## src/sbp_consts.svh

```systemverilog
`ifndef SBP_CONSTS_SVH
`define SBP_CONSTS_SVH
// register indices; each register is one aligned word, so the byte
// address on the bus is four times the index
`define SBP_IDX_DIR       16'hffbd
`define SBP_IDX_LATCH     16'hffbf
`define SBP_IDX_CTRL      16'hffc0
`define SBP_IDX_STATUS    16'hffc1
// register byte addresses (apb paddr[17:0])
`define SBP_ADDR_DIR      {`SBP_IDX_DIR, 2'b00}
`define SBP_ADDR_LATCH    {`SBP_IDX_LATCH, 2'b00}
`define SBP_ADDR_CTRL     {`SBP_IDX_CTRL, 2'b00}
`define SBP_ADDR_STATUS   {`SBP_IDX_STATUS, 2'b00}
// reset values
`define SBP_DIR_RESET     8'h80
`define SBP_LATCH_RESET   8'h80
`define SBP_CTRL_RESET    9'h000
// reserved bit position and read-back of the write-only register
`define SBP_RSVD_BIT      7
`define SBP_WO_READ       8'hff
// control register fields
`define SBP_CTRL_TWE      0
`define SBP_CTRL_XCK      1
`define SBP_CTRL_SYN      2
`define SBP_CTRL_CKO      3
`define SBP_CTRL_SLV      4
`define SBP_CTRL_HPC      5
`define SBP_CTRL_REN      6
`define SBP_CTRL_IE5      7
`define SBP_CTRL_IE4      8
`define SBP_CTRL_W        9
// pin indices
`define SBP_PIN_CLK       6
`define SBP_PIN_RX        5
`endif

```

## src/sbp_pkg.sv

```systemverilog
package sbp_pkg;
   // function owning pin 6
   typedef enum logic [2:0] {
      SBP_P6_GPIO   = 3'h0,
      SBP_P6_TWCLK  = 3'h1,
      SBP_P6_SCKIN  = 3'h2,
      SBP_P6_SCKOUT = 3'h3
   } sbp_p6fn_t;
   // function owning pin 5
   typedef enum logic [2:0] {
      SBP_P5_GPIO  = 3'h0,
      SBP_P5_HSEL  = 3'h1,
      SBP_P5_RXIN  = 3'h2
   } sbp_p5fn_t;
endpackage : sbp_pkg

```

## src/sbp_regfile.sv

```systemverilog
`timescale 1ns/10ps
`default_nettype none
`include "sbp_consts.svh"
// holds direction and output latch; cleared by reset or hardware standby
module sbp_regfile
(
   input  wire logic       pclk,
   input  wire logic       presetn,
   input  wire logic       hw_standby,
   input  wire logic       dir_we,
   input  wire logic       latch_we,
   input  wire logic [7:0] wdata,
   output var  logic [7:0] dir_q,
   output var  logic [7:0] latch_q
);
   // write-only direction register; bit 7 forced to one
   always_ff @(posedge pclk or negedge presetn)
   begin
      if (!presetn)
         dir_q <= `SBP_DIR_RESET;
      else if (hw_standby)
         dir_q <= `SBP_DIR_RESET;
      else if (dir_we)
         dir_q <= {1'b1, wdata[6:0]};
   end
   // latch is written regardless of direction so a later switch drives it
   always_ff @(posedge pclk or negedge presetn)
   begin
      if (!presetn)
         latch_q <= `SBP_LATCH_RESET;
      else if (hw_standby)
         latch_q <= `SBP_LATCH_RESET;
      else if (latch_we)
         latch_q <= {1'b1, wdata[6:0]};
   end
endmodule : sbp_regfile
`default_nettype wire

```

## src/sbp_port.sv

```systemverilog
// Behaviour
// - direction one drives pin, zero inputs
// - direction register reads all ones
// - bit seven reserved, always reads one
// - direction resets to 80 hex, standby too
// - software standby keeps direction and drive
// - latch bits six..zero drive output pins
// - output pins read back latch value
// - input pins read pin level
// - latch resets to 80 hex, soft standby keeps
// - two-wire enable gives pin six to bus clock
// - external clock select makes serial clock input
// - sync or clock enable outputs serial clock
// - pin six feeds interrupt line five
// - slave mode, control zero: host select input
// - receive enable makes pin five serial input
// - pin five feeds interrupt line four
//
`timescale 1ns/10ps
`default_nettype none
`include "sbp_consts.svh"
module sbp_port
   import sbp_pkg::*;
(
   input  wire logic        pclk,
   input  wire logic        presetn,
   input  wire logic        psel,
   input  wire logic        penable,
   input  wire logic        pwrite,
   input  wire logic [17:0] paddr,
   input  wire logic [31:0] pwdata,
   output var  logic [31:0] prdata,
   output var  logic        pready,
   output var  logic        pslverr,
   input  wire logic        hw_standby,
   input  wire logic        sw_standby,
   input  wire logic [6:0]  pin_in,
   output var  logic [6:0]  pin_out,
   output var  logic [6:0]  pin_oe,
   input  wire logic        sck_out,
   input  wire logic        twclk_out,
   input  wire logic        twclk_oe,
   output var  logic        twclk_in,
   output var  logic        sck_in,
   output var  logic        rx_in,
   output var  logic        host_sel_n,
   output var  logic        ext_ext_interrupt_line5_n,
   output var  logic        ext_ext_interrupt_line4_n
);
   ////////////////////////////////////////////////////////////////////////
   // registers
   logic [7:0]                dir_q;            // direction, bit7 = 1
   logic [7:0]                latch_q;          // output latch, bit7 = 1
   logic [`SBP_CTRL_W-1:0]    ctrl_r;           // mux controls from peers
   logic [`SBP_CTRL_W-1:0]    ctrl_nxt;         // next control value
   sbp_p6fn_t                 p6fn;             // pin 6 owner
   sbp_p5fn_t                 p5fn;             // pin 5 owner
   logic [6:0]                oe_nxt;           // next output enables
   logic [6:0]                out_nxt;          // next output values
   logic [7:0]                port_view;        // port read value
   logic [31:0]               rdata_nxt;        // decoded read data
   logic                      acc;              // access phase
   logic                      wr_dir;           // direction write strobe
   logic                      wr_latch;         // latch write strobe
   logic                      wr_ctrl;          // control write strobe
   logic                      hit;              // mapped address

   // decode helper: same address test used for several strobes; the full
   // byte address is compared, so no register shows up at an alias and a
   // stray access with low address bits set lands nowhere
   function automatic logic addr_is(input logic [17:0] a, input logic [17:0] r);
      addr_is = (a == r);
   endfunction : addr_is

   ////////////////////////////////////////////////////////////////////////
   // apb decode: zero-wait, always ready
   assign acc      = psel & penable;
   assign hit      = addr_is(paddr, `SBP_ADDR_DIR) | addr_is(paddr, `SBP_ADDR_LATCH)
                   | addr_is(paddr, `SBP_ADDR_CTRL) | addr_is(paddr, `SBP_ADDR_STATUS);
   assign wr_dir   = acc & pwrite & addr_is(paddr, `SBP_ADDR_DIR);
   assign wr_latch = acc & pwrite & addr_is(paddr, `SBP_ADDR_LATCH);
   assign wr_ctrl  = acc & pwrite & addr_is(paddr, `SBP_ADDR_CTRL);
   assign ctrl_nxt = wr_ctrl ? pwdata[`SBP_CTRL_W-1:0] : ctrl_r;

   // storage lives in its own module; software standby is not an input
   // there at all, so it never disturbs contents itself; bus writes still land during it
   sbp_regfile u_regs
   (
      .pclk       (pclk),
      .presetn    (presetn),
      .hw_standby (hw_standby),
      .dir_we     (wr_dir),
      .latch_we   (wr_latch),
      .wdata      (pwdata[7:0]),
      .dir_q      (dir_q),
      .latch_q    (latch_q)
   );

   // control register, cleared like the port registers
   always_ff @(posedge pclk or negedge presetn)
   begin
      if (!presetn)
         ctrl_r <= `SBP_CTRL_RESET;
      else if (hw_standby)
         ctrl_r <= `SBP_CTRL_RESET;
      else
         ctrl_r <= ctrl_nxt;
   end

   ////////////////////////////////////////////////////////////////////////
   // pin function selection
   assign p6fn = ctrl_r[`SBP_CTRL_TWE] ? SBP_P6_TWCLK :
                 ctrl_r[`SBP_CTRL_XCK] ? SBP_P6_SCKIN :
                 (ctrl_r[`SBP_CTRL_SYN] | ctrl_r[`SBP_CTRL_CKO]) ? SBP_P6_SCKOUT :
                 SBP_P6_GPIO;
   assign p5fn = (ctrl_r[`SBP_CTRL_SLV] & ~ctrl_r[`SBP_CTRL_HPC]) ? SBP_P5_HSEL :
                 ctrl_r[`SBP_CTRL_REN] ? SBP_P5_RXIN : SBP_P5_GPIO;

   // per-pin drive: gpio pins follow direction and latch
   always_comb
   begin
      oe_nxt  = dir_q[6:0];
      out_nxt = latch_q[6:0];
      case (p6fn)
         SBP_P6_TWCLK:
         begin
            oe_nxt[`SBP_PIN_CLK]  = twclk_oe;
            out_nxt[`SBP_PIN_CLK] = twclk_out;
         end
         SBP_P6_SCKIN:
         begin
            oe_nxt[`SBP_PIN_CLK]  = 1'b0;
            out_nxt[`SBP_PIN_CLK] = 1'b0;
         end
         SBP_P6_SCKOUT:
         begin
            oe_nxt[`SBP_PIN_CLK]  = 1'b1;
            out_nxt[`SBP_PIN_CLK] = sck_out;
         end
         default:
         begin
            oe_nxt[`SBP_PIN_CLK]  = dir_q[`SBP_PIN_CLK];
            out_nxt[`SBP_PIN_CLK] = latch_q[`SBP_PIN_CLK];
         end
      endcase
      case (p5fn)
         SBP_P5_HSEL, SBP_P5_RXIN:
         begin
            oe_nxt[`SBP_PIN_RX]  = 1'b0;
            out_nxt[`SBP_PIN_RX] = 1'b0;
         end
         default:
         begin
            oe_nxt[`SBP_PIN_RX]  = dir_q[`SBP_PIN_RX];
            out_nxt[`SBP_PIN_RX] = latch_q[`SBP_PIN_RX];
         end
      endcase
   end

   ////////////////////////////////////////////////////////////////////////
   // port read: output bits show latch, input bits the pin even when owned
   assign port_view = {1'b1, (latch_q[6:0] & dir_q[6:0]) | (pin_in & ~dir_q[6:0])};
   assign rdata_nxt = addr_is(paddr, `SBP_ADDR_DIR)    ? {24'h000000, `SBP_WO_READ} :
                      addr_is(paddr, `SBP_ADDR_LATCH)  ? {24'h000000, port_view} :
                      addr_is(paddr, `SBP_ADDR_CTRL)   ? {23'h000000, ctrl_r} :
                      addr_is(paddr, `SBP_ADDR_STATUS) ? {26'h0000000, p5fn[1:0], p6fn[1:0],
                                                          sw_standby, hw_standby} :
                      32'h00000000;

   ////////////////////////////////////////////////////////////////////////
   // registered outputs: bus answer and pins
   always_ff @(posedge pclk or negedge presetn)
   begin
      if (!presetn)
      begin
         prdata     <= 32'h00000000;
         pready     <= 1'b0;
         pslverr    <= 1'b0;
         pin_oe     <= 7'h00;
         pin_out    <= 7'h00;
         twclk_in   <= 1'b1;
         sck_in     <= 1'b1;
         rx_in      <= 1'b1;
         host_sel_n <= 1'b1;
         ext_ext_interrupt_line5_n <= 1'b1;
         ext_ext_interrupt_line4_n <= 1'b1;
      end
      else
      begin
         // ready registered from the setup cycle, so it is high in the access phase, which ends at once
         pready     <= psel & ~penable;
         pslverr    <= psel & ~penable & ~hit;
         prdata     <= (psel & ~penable & ~pwrite) ? rdata_nxt : 32'h00000000;
         pin_oe     <= oe_nxt;
         pin_out    <= out_nxt;
         twclk_in   <= (p6fn == SBP_P6_TWCLK) ? pin_in[`SBP_PIN_CLK] : 1'b1;
         sck_in     <= (p6fn == SBP_P6_SCKIN) ? pin_in[`SBP_PIN_CLK] : 1'b1;
         rx_in      <= (p5fn == SBP_P5_RXIN)  ? pin_in[`SBP_PIN_RX]  : 1'b1;
         host_sel_n <= (p5fn == SBP_P5_HSEL)  ? pin_in[`SBP_PIN_RX]  : 1'b1;
         ext_ext_interrupt_line5_n <= ctrl_r[`SBP_CTRL_IE5]  ? pin_in[`SBP_PIN_CLK] : 1'b1;
         ext_ext_interrupt_line4_n <= ctrl_r[`SBP_CTRL_IE4]  ? pin_in[`SBP_PIN_RX]  : 1'b1;
      end
   end
endmodule : sbp_port
`default_nettype wire

```

## config.mk

```make
export PLATFORM = sky130hd
export DESIGN_NAME = sbp_port
export DESIGN_NICKNAME = d
export VERILOG_FILES = /design/src/sbp_pkg.sv /design/src/sbp_regfile.sv /design/src/sbp_port.sv
export VERILOG_INCLUDE_DIRS = /design/src /design/src/src
export SDC_FILE = /design/constraint.sdc
export NUM_CORES = 1
export LEC_CHECK = 0
export CAP_MARGIN = 25
export CORE_ASPECT_RATIO = 2
export CORE_MARGIN = 4
export CORE_UTILIZATION = 45
export CTS_CLUSTER_DIAMETER = 40
export DETAILED_ROUTE_END_ITERATION = 8
export DONT_BUFFER_PORTS = 1
export GPL_TIMING_DRIVEN = 0
export PLACE_DENSITY = 0.6
export RECOVER_POWER = 100
export SYNTH_ARGS = -nofsm -noshare
export SYNTH_HDL_FRONTEND = slang
export SYNTH_SLANG_ARGS = --single-unit
```

## constraint.sdc

```tcl
create_clock -name pclk -period 1.7 [get_ports pclk]
set_input_delay 0.085 -clock pclk [delete_from_list [all_inputs] [get_ports pclk]]
set_output_delay 0.085 -clock pclk [all_outputs]
set_load 0.02 [all_outputs]
```

==> results of run 1 <==
## cells in the final DEF (no fill, tap or decap), drive strengths merged, types with 2 or more instances in the layout
cell type,n
dfrtp,48
nand2b,26
buf,25
mux2i,24
conb,23
dlygate4sd3,21
clkbuf,16
nand4,14
a21oi,13
nand2,12
o21ai,10
nor2,6
dfstp,6
nand3,5
o2bb2ai,5
or4,4
nor3,4
o31ai,2
inv,2
o22ai,2
and2,2
nor2b,2
nor4,2
## kinds of logic after synthesis
kind of cell,Yosys count,synth area share [%]
compound gates,34,8.03
buf+inv,36,8.87
flops,54,53.5
mux,24,9.46
other cells,1,0.148
simple gates,86,20.0
## area by class of cell
type	instances	area, um^2	area share [%]
Timing Repair Buffer	22	215	7.13
Sequential cell	54	1360	45.0
Buffer	34	216	7.17
Clock inverter	2	12.5	0.414
Clock buffer	6	82.6	2.73
Inverter	2	7.51	0.249
Tap cell	60	75.1	2.49
Multi-Input combinational cell	167	1050	34.8
## worst register-to-register path: stages, from the launching register on
cell           delay (ps)
dfrtp_1               430
nor2_1                200
mux2i_1               220
o31ai_1                80
dlygate4sd3_1         580
## through the flow
step	cells	total power, mW	instance area [um^2]	hold slack (ps)	setup TNS (ps)
after floorplan	257	1.46	2620	-211	-282
after global routing	347	2.37	3020	21.7	0
final	347	2.26	3020	15.6	0
after global placement	317	1.47	2700	-209	-3420
after detailed placement	317	1.47	2700	-209	-3560
after CTS	347	2.31	3030	14.9	0
## sequential cells by signal (all words and copies together) (netlist names)
register	flops
twclk_in	1
pslverr	1
prdata	9
sck_in	1
u_regs.latch_q	7
rx_in	1
ext_ext_interrupt_line4_n	1
ctrl_r	9
host_sel_n	1
u_regs.dir_q	7
pin_out	7
ext_ext_interrupt_line5_n	1
pin_oe	7
pready	1
## report_power, final
group | total (mW) | internal [mW] | switching, mW
clock network | 0.747 | 0.328 | 0.419
logic | 0.227 | 0.0958 | 0.132
registers | 1.29 | 1.29 | 0.00427
total | 2.26 | 1.71 | 0.555
## routing by layer
layer | up-vias | track usage, % | routed length [um]
li1 | 880 | - | -
met4 | 0 | 11.9 | 324
met3 | 25 | 4.63 | 473
met2 | 107 | 29.8 | 3100
met1 | 854 | 21.2 | 2130
met5 | - | 0 | 0
## worst paths after layout
| kind | cells after the start | slack (ps) | end |
|---|---|---|---|
| min | 3 | 20 | prdata[7]$_DFF_PN0_ |
| min in group asynchronous | 2 | 580 | ctrl_r[8]$_DFFE_PN0P_ |
| max reg2reg | 4 | 80 | pin_out[6]$_DFF_PN0_ |
| min reg2reg | 0 | 400 | pin_out[4]$_DFF_PN0_ |
| max in group asynchronous | 2 | 420 | pin_out[5]$_DFF_PN0_ |
| max | 5 | 70 | prdata[6]$_DFF_PN0_ |
## timing repair
action / in CTS / in global routing
buffers inserted: 0 / 0
gates resized for setup: 0 / 3
hold endpoints to repair: 89 / 0
hold buffers: 22 / 0
setup endpoints to repair: 0 / 8
==> results.sh, run 1 <==
export IMPL_hold_violations=0
export IMPL_drive_above_1_share_pct=13.9
export IMPL_fmax_mhz=614
export IMPL_worstHoldStart="paddr[0]"
export IMPL_finalClockSkew_ps=13.0
export IMPL_crit_family="buffers and inverters"
export IMPL_ctsRootBufferMaster="clkbuf_8"
export IMPL_seq_area_frac_synth_pct=53.5
export IMPL_num_nets_final=353
export IMPL_grt_pass1_vias=1931
export IMPL_start_util_pct=46.5
export IMPL_p_leak_nw=1.40
export IMPL_antenna_found_initial=0
export IMPL_max_stage_delay_ps=530
export IMPL_power_per_cell_area_nw_per_um2=750
export IMPL_cts_inserted_buffers=5
export IMPL_wl_per_cell_um=17.4
export IMPL_grtUsageTotal_pct=18.6
export IMPL_path_buf_inv=2
export IMPL_post_route_period_util_pct=95.9
export IMPL_place_congestion=0.803
export IMPL_outcome="completed"
export IMPL_cts_path_max_buffers=2
export IMPL_ys_flop_type="dfrtp_1"
export IMPL_maxCapViolations=0
export IMPL_row_count=38
export IMPL_synth_area_top_cells="dfrtp_1, mux2i_1, buf_4, nand2b_1, dfstp_2"
export IMPL_hpwlAfterDp_mm=4.49
export IMPL_num_io_pins=121
export IMPL_area_growth_pct=18.9
export IMPL_maxSlewHeadroom_pct=22.0
export IMPL_syn_avg_cell_area_um2=10.8
export IMPL_drc=0
export IMPL_worst_slew_pin_slew_ps=1170
export IMPL_first_pass_iters=4
export IMPL_postRouteAntennaNets=0
export IMPL_worst_slack_ps=70.2
export IMPL_clk_latency_ps=310
export IMPL_slew_viol_final=0
export IMPL_grt_pass1_wl_mm=9.60
export IMPL_htreeDepth=2
export IMPL_synthArstFlopShare_pct=100
export IMPL_endpoint_kind="flop"
export IMPL_path_cells="dlygate4sd3_1, nor4_1, clkbuf_1, nand4_1, a21oi_1"
export IMPL_worstReg2RegStart="ctrl_r[2]$_DFFE_PN0P_"
export IMPL_cts_tree="done"
export IMPL_drt_iter0_markers=70
export IMPL_ir_drop_uv=708
export IMPL_ys_ff_latch=54
export IMPL_synth_top_cell_area_share_pct=47.3
export IMPL_syn_area_um2=2540
export IMPL_cp_slowest_cell="dlygate4sd3_1"
export IMPL_cp_max_fo=10
export IMPL_crit_type="input port to flop"
export IMPL_synth_top_cells_by_count="dfrtp_1, nand2b_1, mux2i_1, buf_4, nand4_1"
export IMPL_vias=1866
export IMPL_start_kind="input port"
export IMPL_fill_cells=471
export IMPL_cts_clk_slew_worst_paths_ps=100
export IMPL_worstPathRequired_ps=1930
export IMPL_die_x_um=61.1
export IMPL_synth_area_leader_cell="dfrtp_1"
export IMPL_wirelength_mm=6.02
export IMPL_synth_distinct_cells=34
export IMPL_setup_viol_count_final=0
export IMPL_avgViaCountPerCell=5.38
export IMPL_numClockSinks=54
export IMPL_yosysWarnings=0
export IMPL_yosysMostFrequentCell="dfrtp_1"
export IMPL_period_needed_ps=1630
export IMPL_startpoint="paddr[7]"
export IMPL_die_area_um2=6980
export IMPL_grt_max_degree=55
export IMPL_synth_edf_count=0
export IMPL_syn_inst=235
export IMPL_dieHeight_um=114
export IMPL_place_ws_ps=-246
export IMPL_cp_data_arrival_time_ps=1860
export IMPL_rsz0062_at_grt="false"
export IMPL_io_buffers=0
export IMPL_hp_class="input port to flop"
export IMPL_grt_overflow=0
export IMPL_core_um2=5470
export IMPL_finish_utilization_pct=55.2
export IMPL_antenna_cells=0
Power figures use the tool's default switching activity.
==> run 2: changes to the inputs <==
- ABC_CLOCK_PERIOD_IN_PS: not set -> 1700
- HOLD_SLACK_MARGIN: not set -> 0.15
==> run 2 against run 1 <==
  * First-iteration DRC count rose by 5.7%
  * Clock power up 0.5%
  * Core utilization up 1.3 points
  * Flip-flop and latch count did not move
  * Highest routed layer unchanged
  * Combinational power rose by 5%
  * Critical path depth shrank 1
  * Setup slack lost 1.0 ps
==> results.sh, run 2 (synthesis gave the netlist of run 1 again) <==
export IMPL_slew_viol_final=0
export IMPL_total_power_mw=2.28
export IMPL_grt_max_degree=55
export IMPL_endpoint_kind="flop"
export IMPL_avgViaCountPerCell=5.41
export IMPL_post_route_period_util_pct=95.9
export IMPL_crit_type="flop to flop"
export IMPL_worstHoldStart="paddr[6]"
export IMPL_cts_clk_slew_worst_paths_ps=100
export IMPL_design_area_um2=3090
export IMPL_switchingPower_mw=0.562
export IMPL_hp_class="input port to flop"
export IMPL_maxCapViolations=0
export IMPL_area_growth_pct=21.7
export IMPL_row_count=38
export IMPL_wirelength_mm=6.16
export IMPL_io_buffers=0
export IMPL_first_pass_iters=4
export IMPL_hold_violations=0
export IMPL_worst_slack_ps=69.2
export IMPL_placed_area_um2=2700
export IMPL_die_area_um2=6980
export IMPL_num_io_pins=121
export IMPL_clk_latency_ps=320
export IMPL_final_common_cell="dfrtp_1"
export IMPL_worstPathRequired_ps=1900
export IMPL_share_seq_of_total_power_pct=56.6
export IMPL_drc=0
export IMPL_numClockSinks=54
export IMPL_antenna_cells=0
export IMPL_period_needed_ps=1630
export IMPL_cp_data_arrival_time_ps=1830
export IMPL_power_per_cell_area_nw_per_um2=737
export IMPL_ctsRootBufferMaster="clkbuf_8"
export IMPL_cts_tree="done"
export IMPL_antenna_found_initial=0
export IMPL_postRouteAntennaNets=0
export IMPL_die_x_um=61.1
export IMPL_final_cell_mix="dfrtp_1, dlygate4sd3_1, nand2b_1, mux2i_1"
export IMPL_grt_pass1_vias=1953
export IMPL_place_ws_ps=-246
export IMPL_worst_slew_pin_slew_ps=1190
export IMPL_num_nets_final=361
export IMPL_grtUsageTotal_pct=18.8
export IMPL_drive_above_1_share_pct=13.6
export IMPL_ir_drop_uv=710
export IMPL_reg_top3="ctrl_r (9), prdata (9)"
export IMPL_cts_path_max_buffers=2
export IMPL_p_leak_nw=1.44
export IMPL_setup_viol_count_final=0
export IMPL_drt_iter0_markers=74
export IMPL_start_util_pct=46.5
export IMPL_fmax_mhz=613
export IMPL_cp_max_fo=5
export IMPL_hpwlAfterDp_mm=4.49
export IMPL_worstReg2RegStart="ctrl_r[2]$_DFFE_PN0P_"
export IMPL_fin_cells=355
export IMPL_outcome="completed"
export IMPL_pwr_share_comb_pct=10.5
export IMPL_switching_share_pct=24.6
export IMPL_grt_overflow=0
export IMPL_start_kind="flop"
export IMPL_place_congestion=0.803
export IMPL_vias=1919
export IMPL_grt_pass1_wl_mm=9.69
export IMPL_htreeDepth=2
export IMPL_finalClockSkew_ps=14.6
export IMPL_cts_hold_buf=30
export IMPL_pwr_share_clk_pct=32.9
export IMPL_finish_utilization_pct=56.5
export IMPL_maxSlewHeadroom_pct=21.0
export IMPL_rsz0062_at_grt="false"
export IMPL_intPower_mw=1.72
export IMPL_place_inst=317
export IMPL_wl_per_cell_um=17.3
export IMPL_core_um2=5470
export IMPL_dieHeight_um=114
export IMPL_startpoint="ctrl_r[2]$_DFFE_PN0P_"
export IMPL_cts_inserted_buffers=5
[run 2: metal layers]
| metal | vias up | share of wire [%] | routed length [um] | GRT usage, % |
|---|---|---|---|---|
| met5 | - | 0 | 0 | 0 |
| met4 | 0 | 5.1 | 315 | 12.2 |
| met3 | 21 | 7.2 | 441 | 4.18 |
| met2 | 106 | 52 | 3170 | 30.3 |
| met1 | 895 | 36 | 2230 | 21.3 |
| li1 | 897 | - | - | - |
[run 2: worst max-delay path, cell delays in order (launching register included)]
cell and delay [ps]:
dfrtp_1 430, nor2_1 200, mux2i_1 220, o31ai_1 90, dlygate4sd3_1 580
[run 2: metrics by stage]
step	TNS, ps	hold WS (ps)
6_report	0	118
3_3_place_gp	-3420	-209
4_1_cts	0	102
5_1_grt	0	141
2_1_floorplan	-282	-211
3_5_place_dp	-3560	-209
[run 2: area by class of cell]
type	count	area, um^2
well taps	60	75.1
multi-input cells	167	1040
repair buffers	30	295
fillers	468	2380
clock buffers	6	82.6
plain buffers	34	219
flip-flops and latches	54	1360
clock inverters	2	12.5
inverters	2	7.51
[run 2: timing repair]
item                                   in CTS  in global routing
setup buffers                               0                  0
endpoints found under the hold margin      96                  1
resized for setup                           0                  3
setup endpoints to repair                   0                  5
[run 2: worst paths after layout]
check | slack (ps) | end | cells past startpoint
min in group asynchronous | 580 | u_regs.latch_q[2]$_DFFE_PN0P_ | 2
worst min register to register | 400 | pin_out[4]$_DFF_PN0_ | 0
worst max-delay path | 70 | pin_out[6]$_DFF_PN0_ | 4
worst max register to register | 70 | pin_out[6]$_DFF_PN0_ | 4
worst min-delay path | 120 | ctrl_r[0]$_DFFE_PN0P_ | 4
max in group asynchronous | 400 | pin_out[5]$_DFF_PN0_ | 2
[run 2: power by group through the flow]
stage | Clock (mW) | Combinational (mW) | Sequential [mW]
floorplan | 0 | 0.140 | 1.32
detailed placement | 0 | 0.157 | 1.32
finish | 0.751 | 0.239 | 1.29
CTS | 0.787 | 0.244 | 1.29
global placement | 0 | 0.156 | 1.32
global route | 0.826 | 0.261 | 1.29
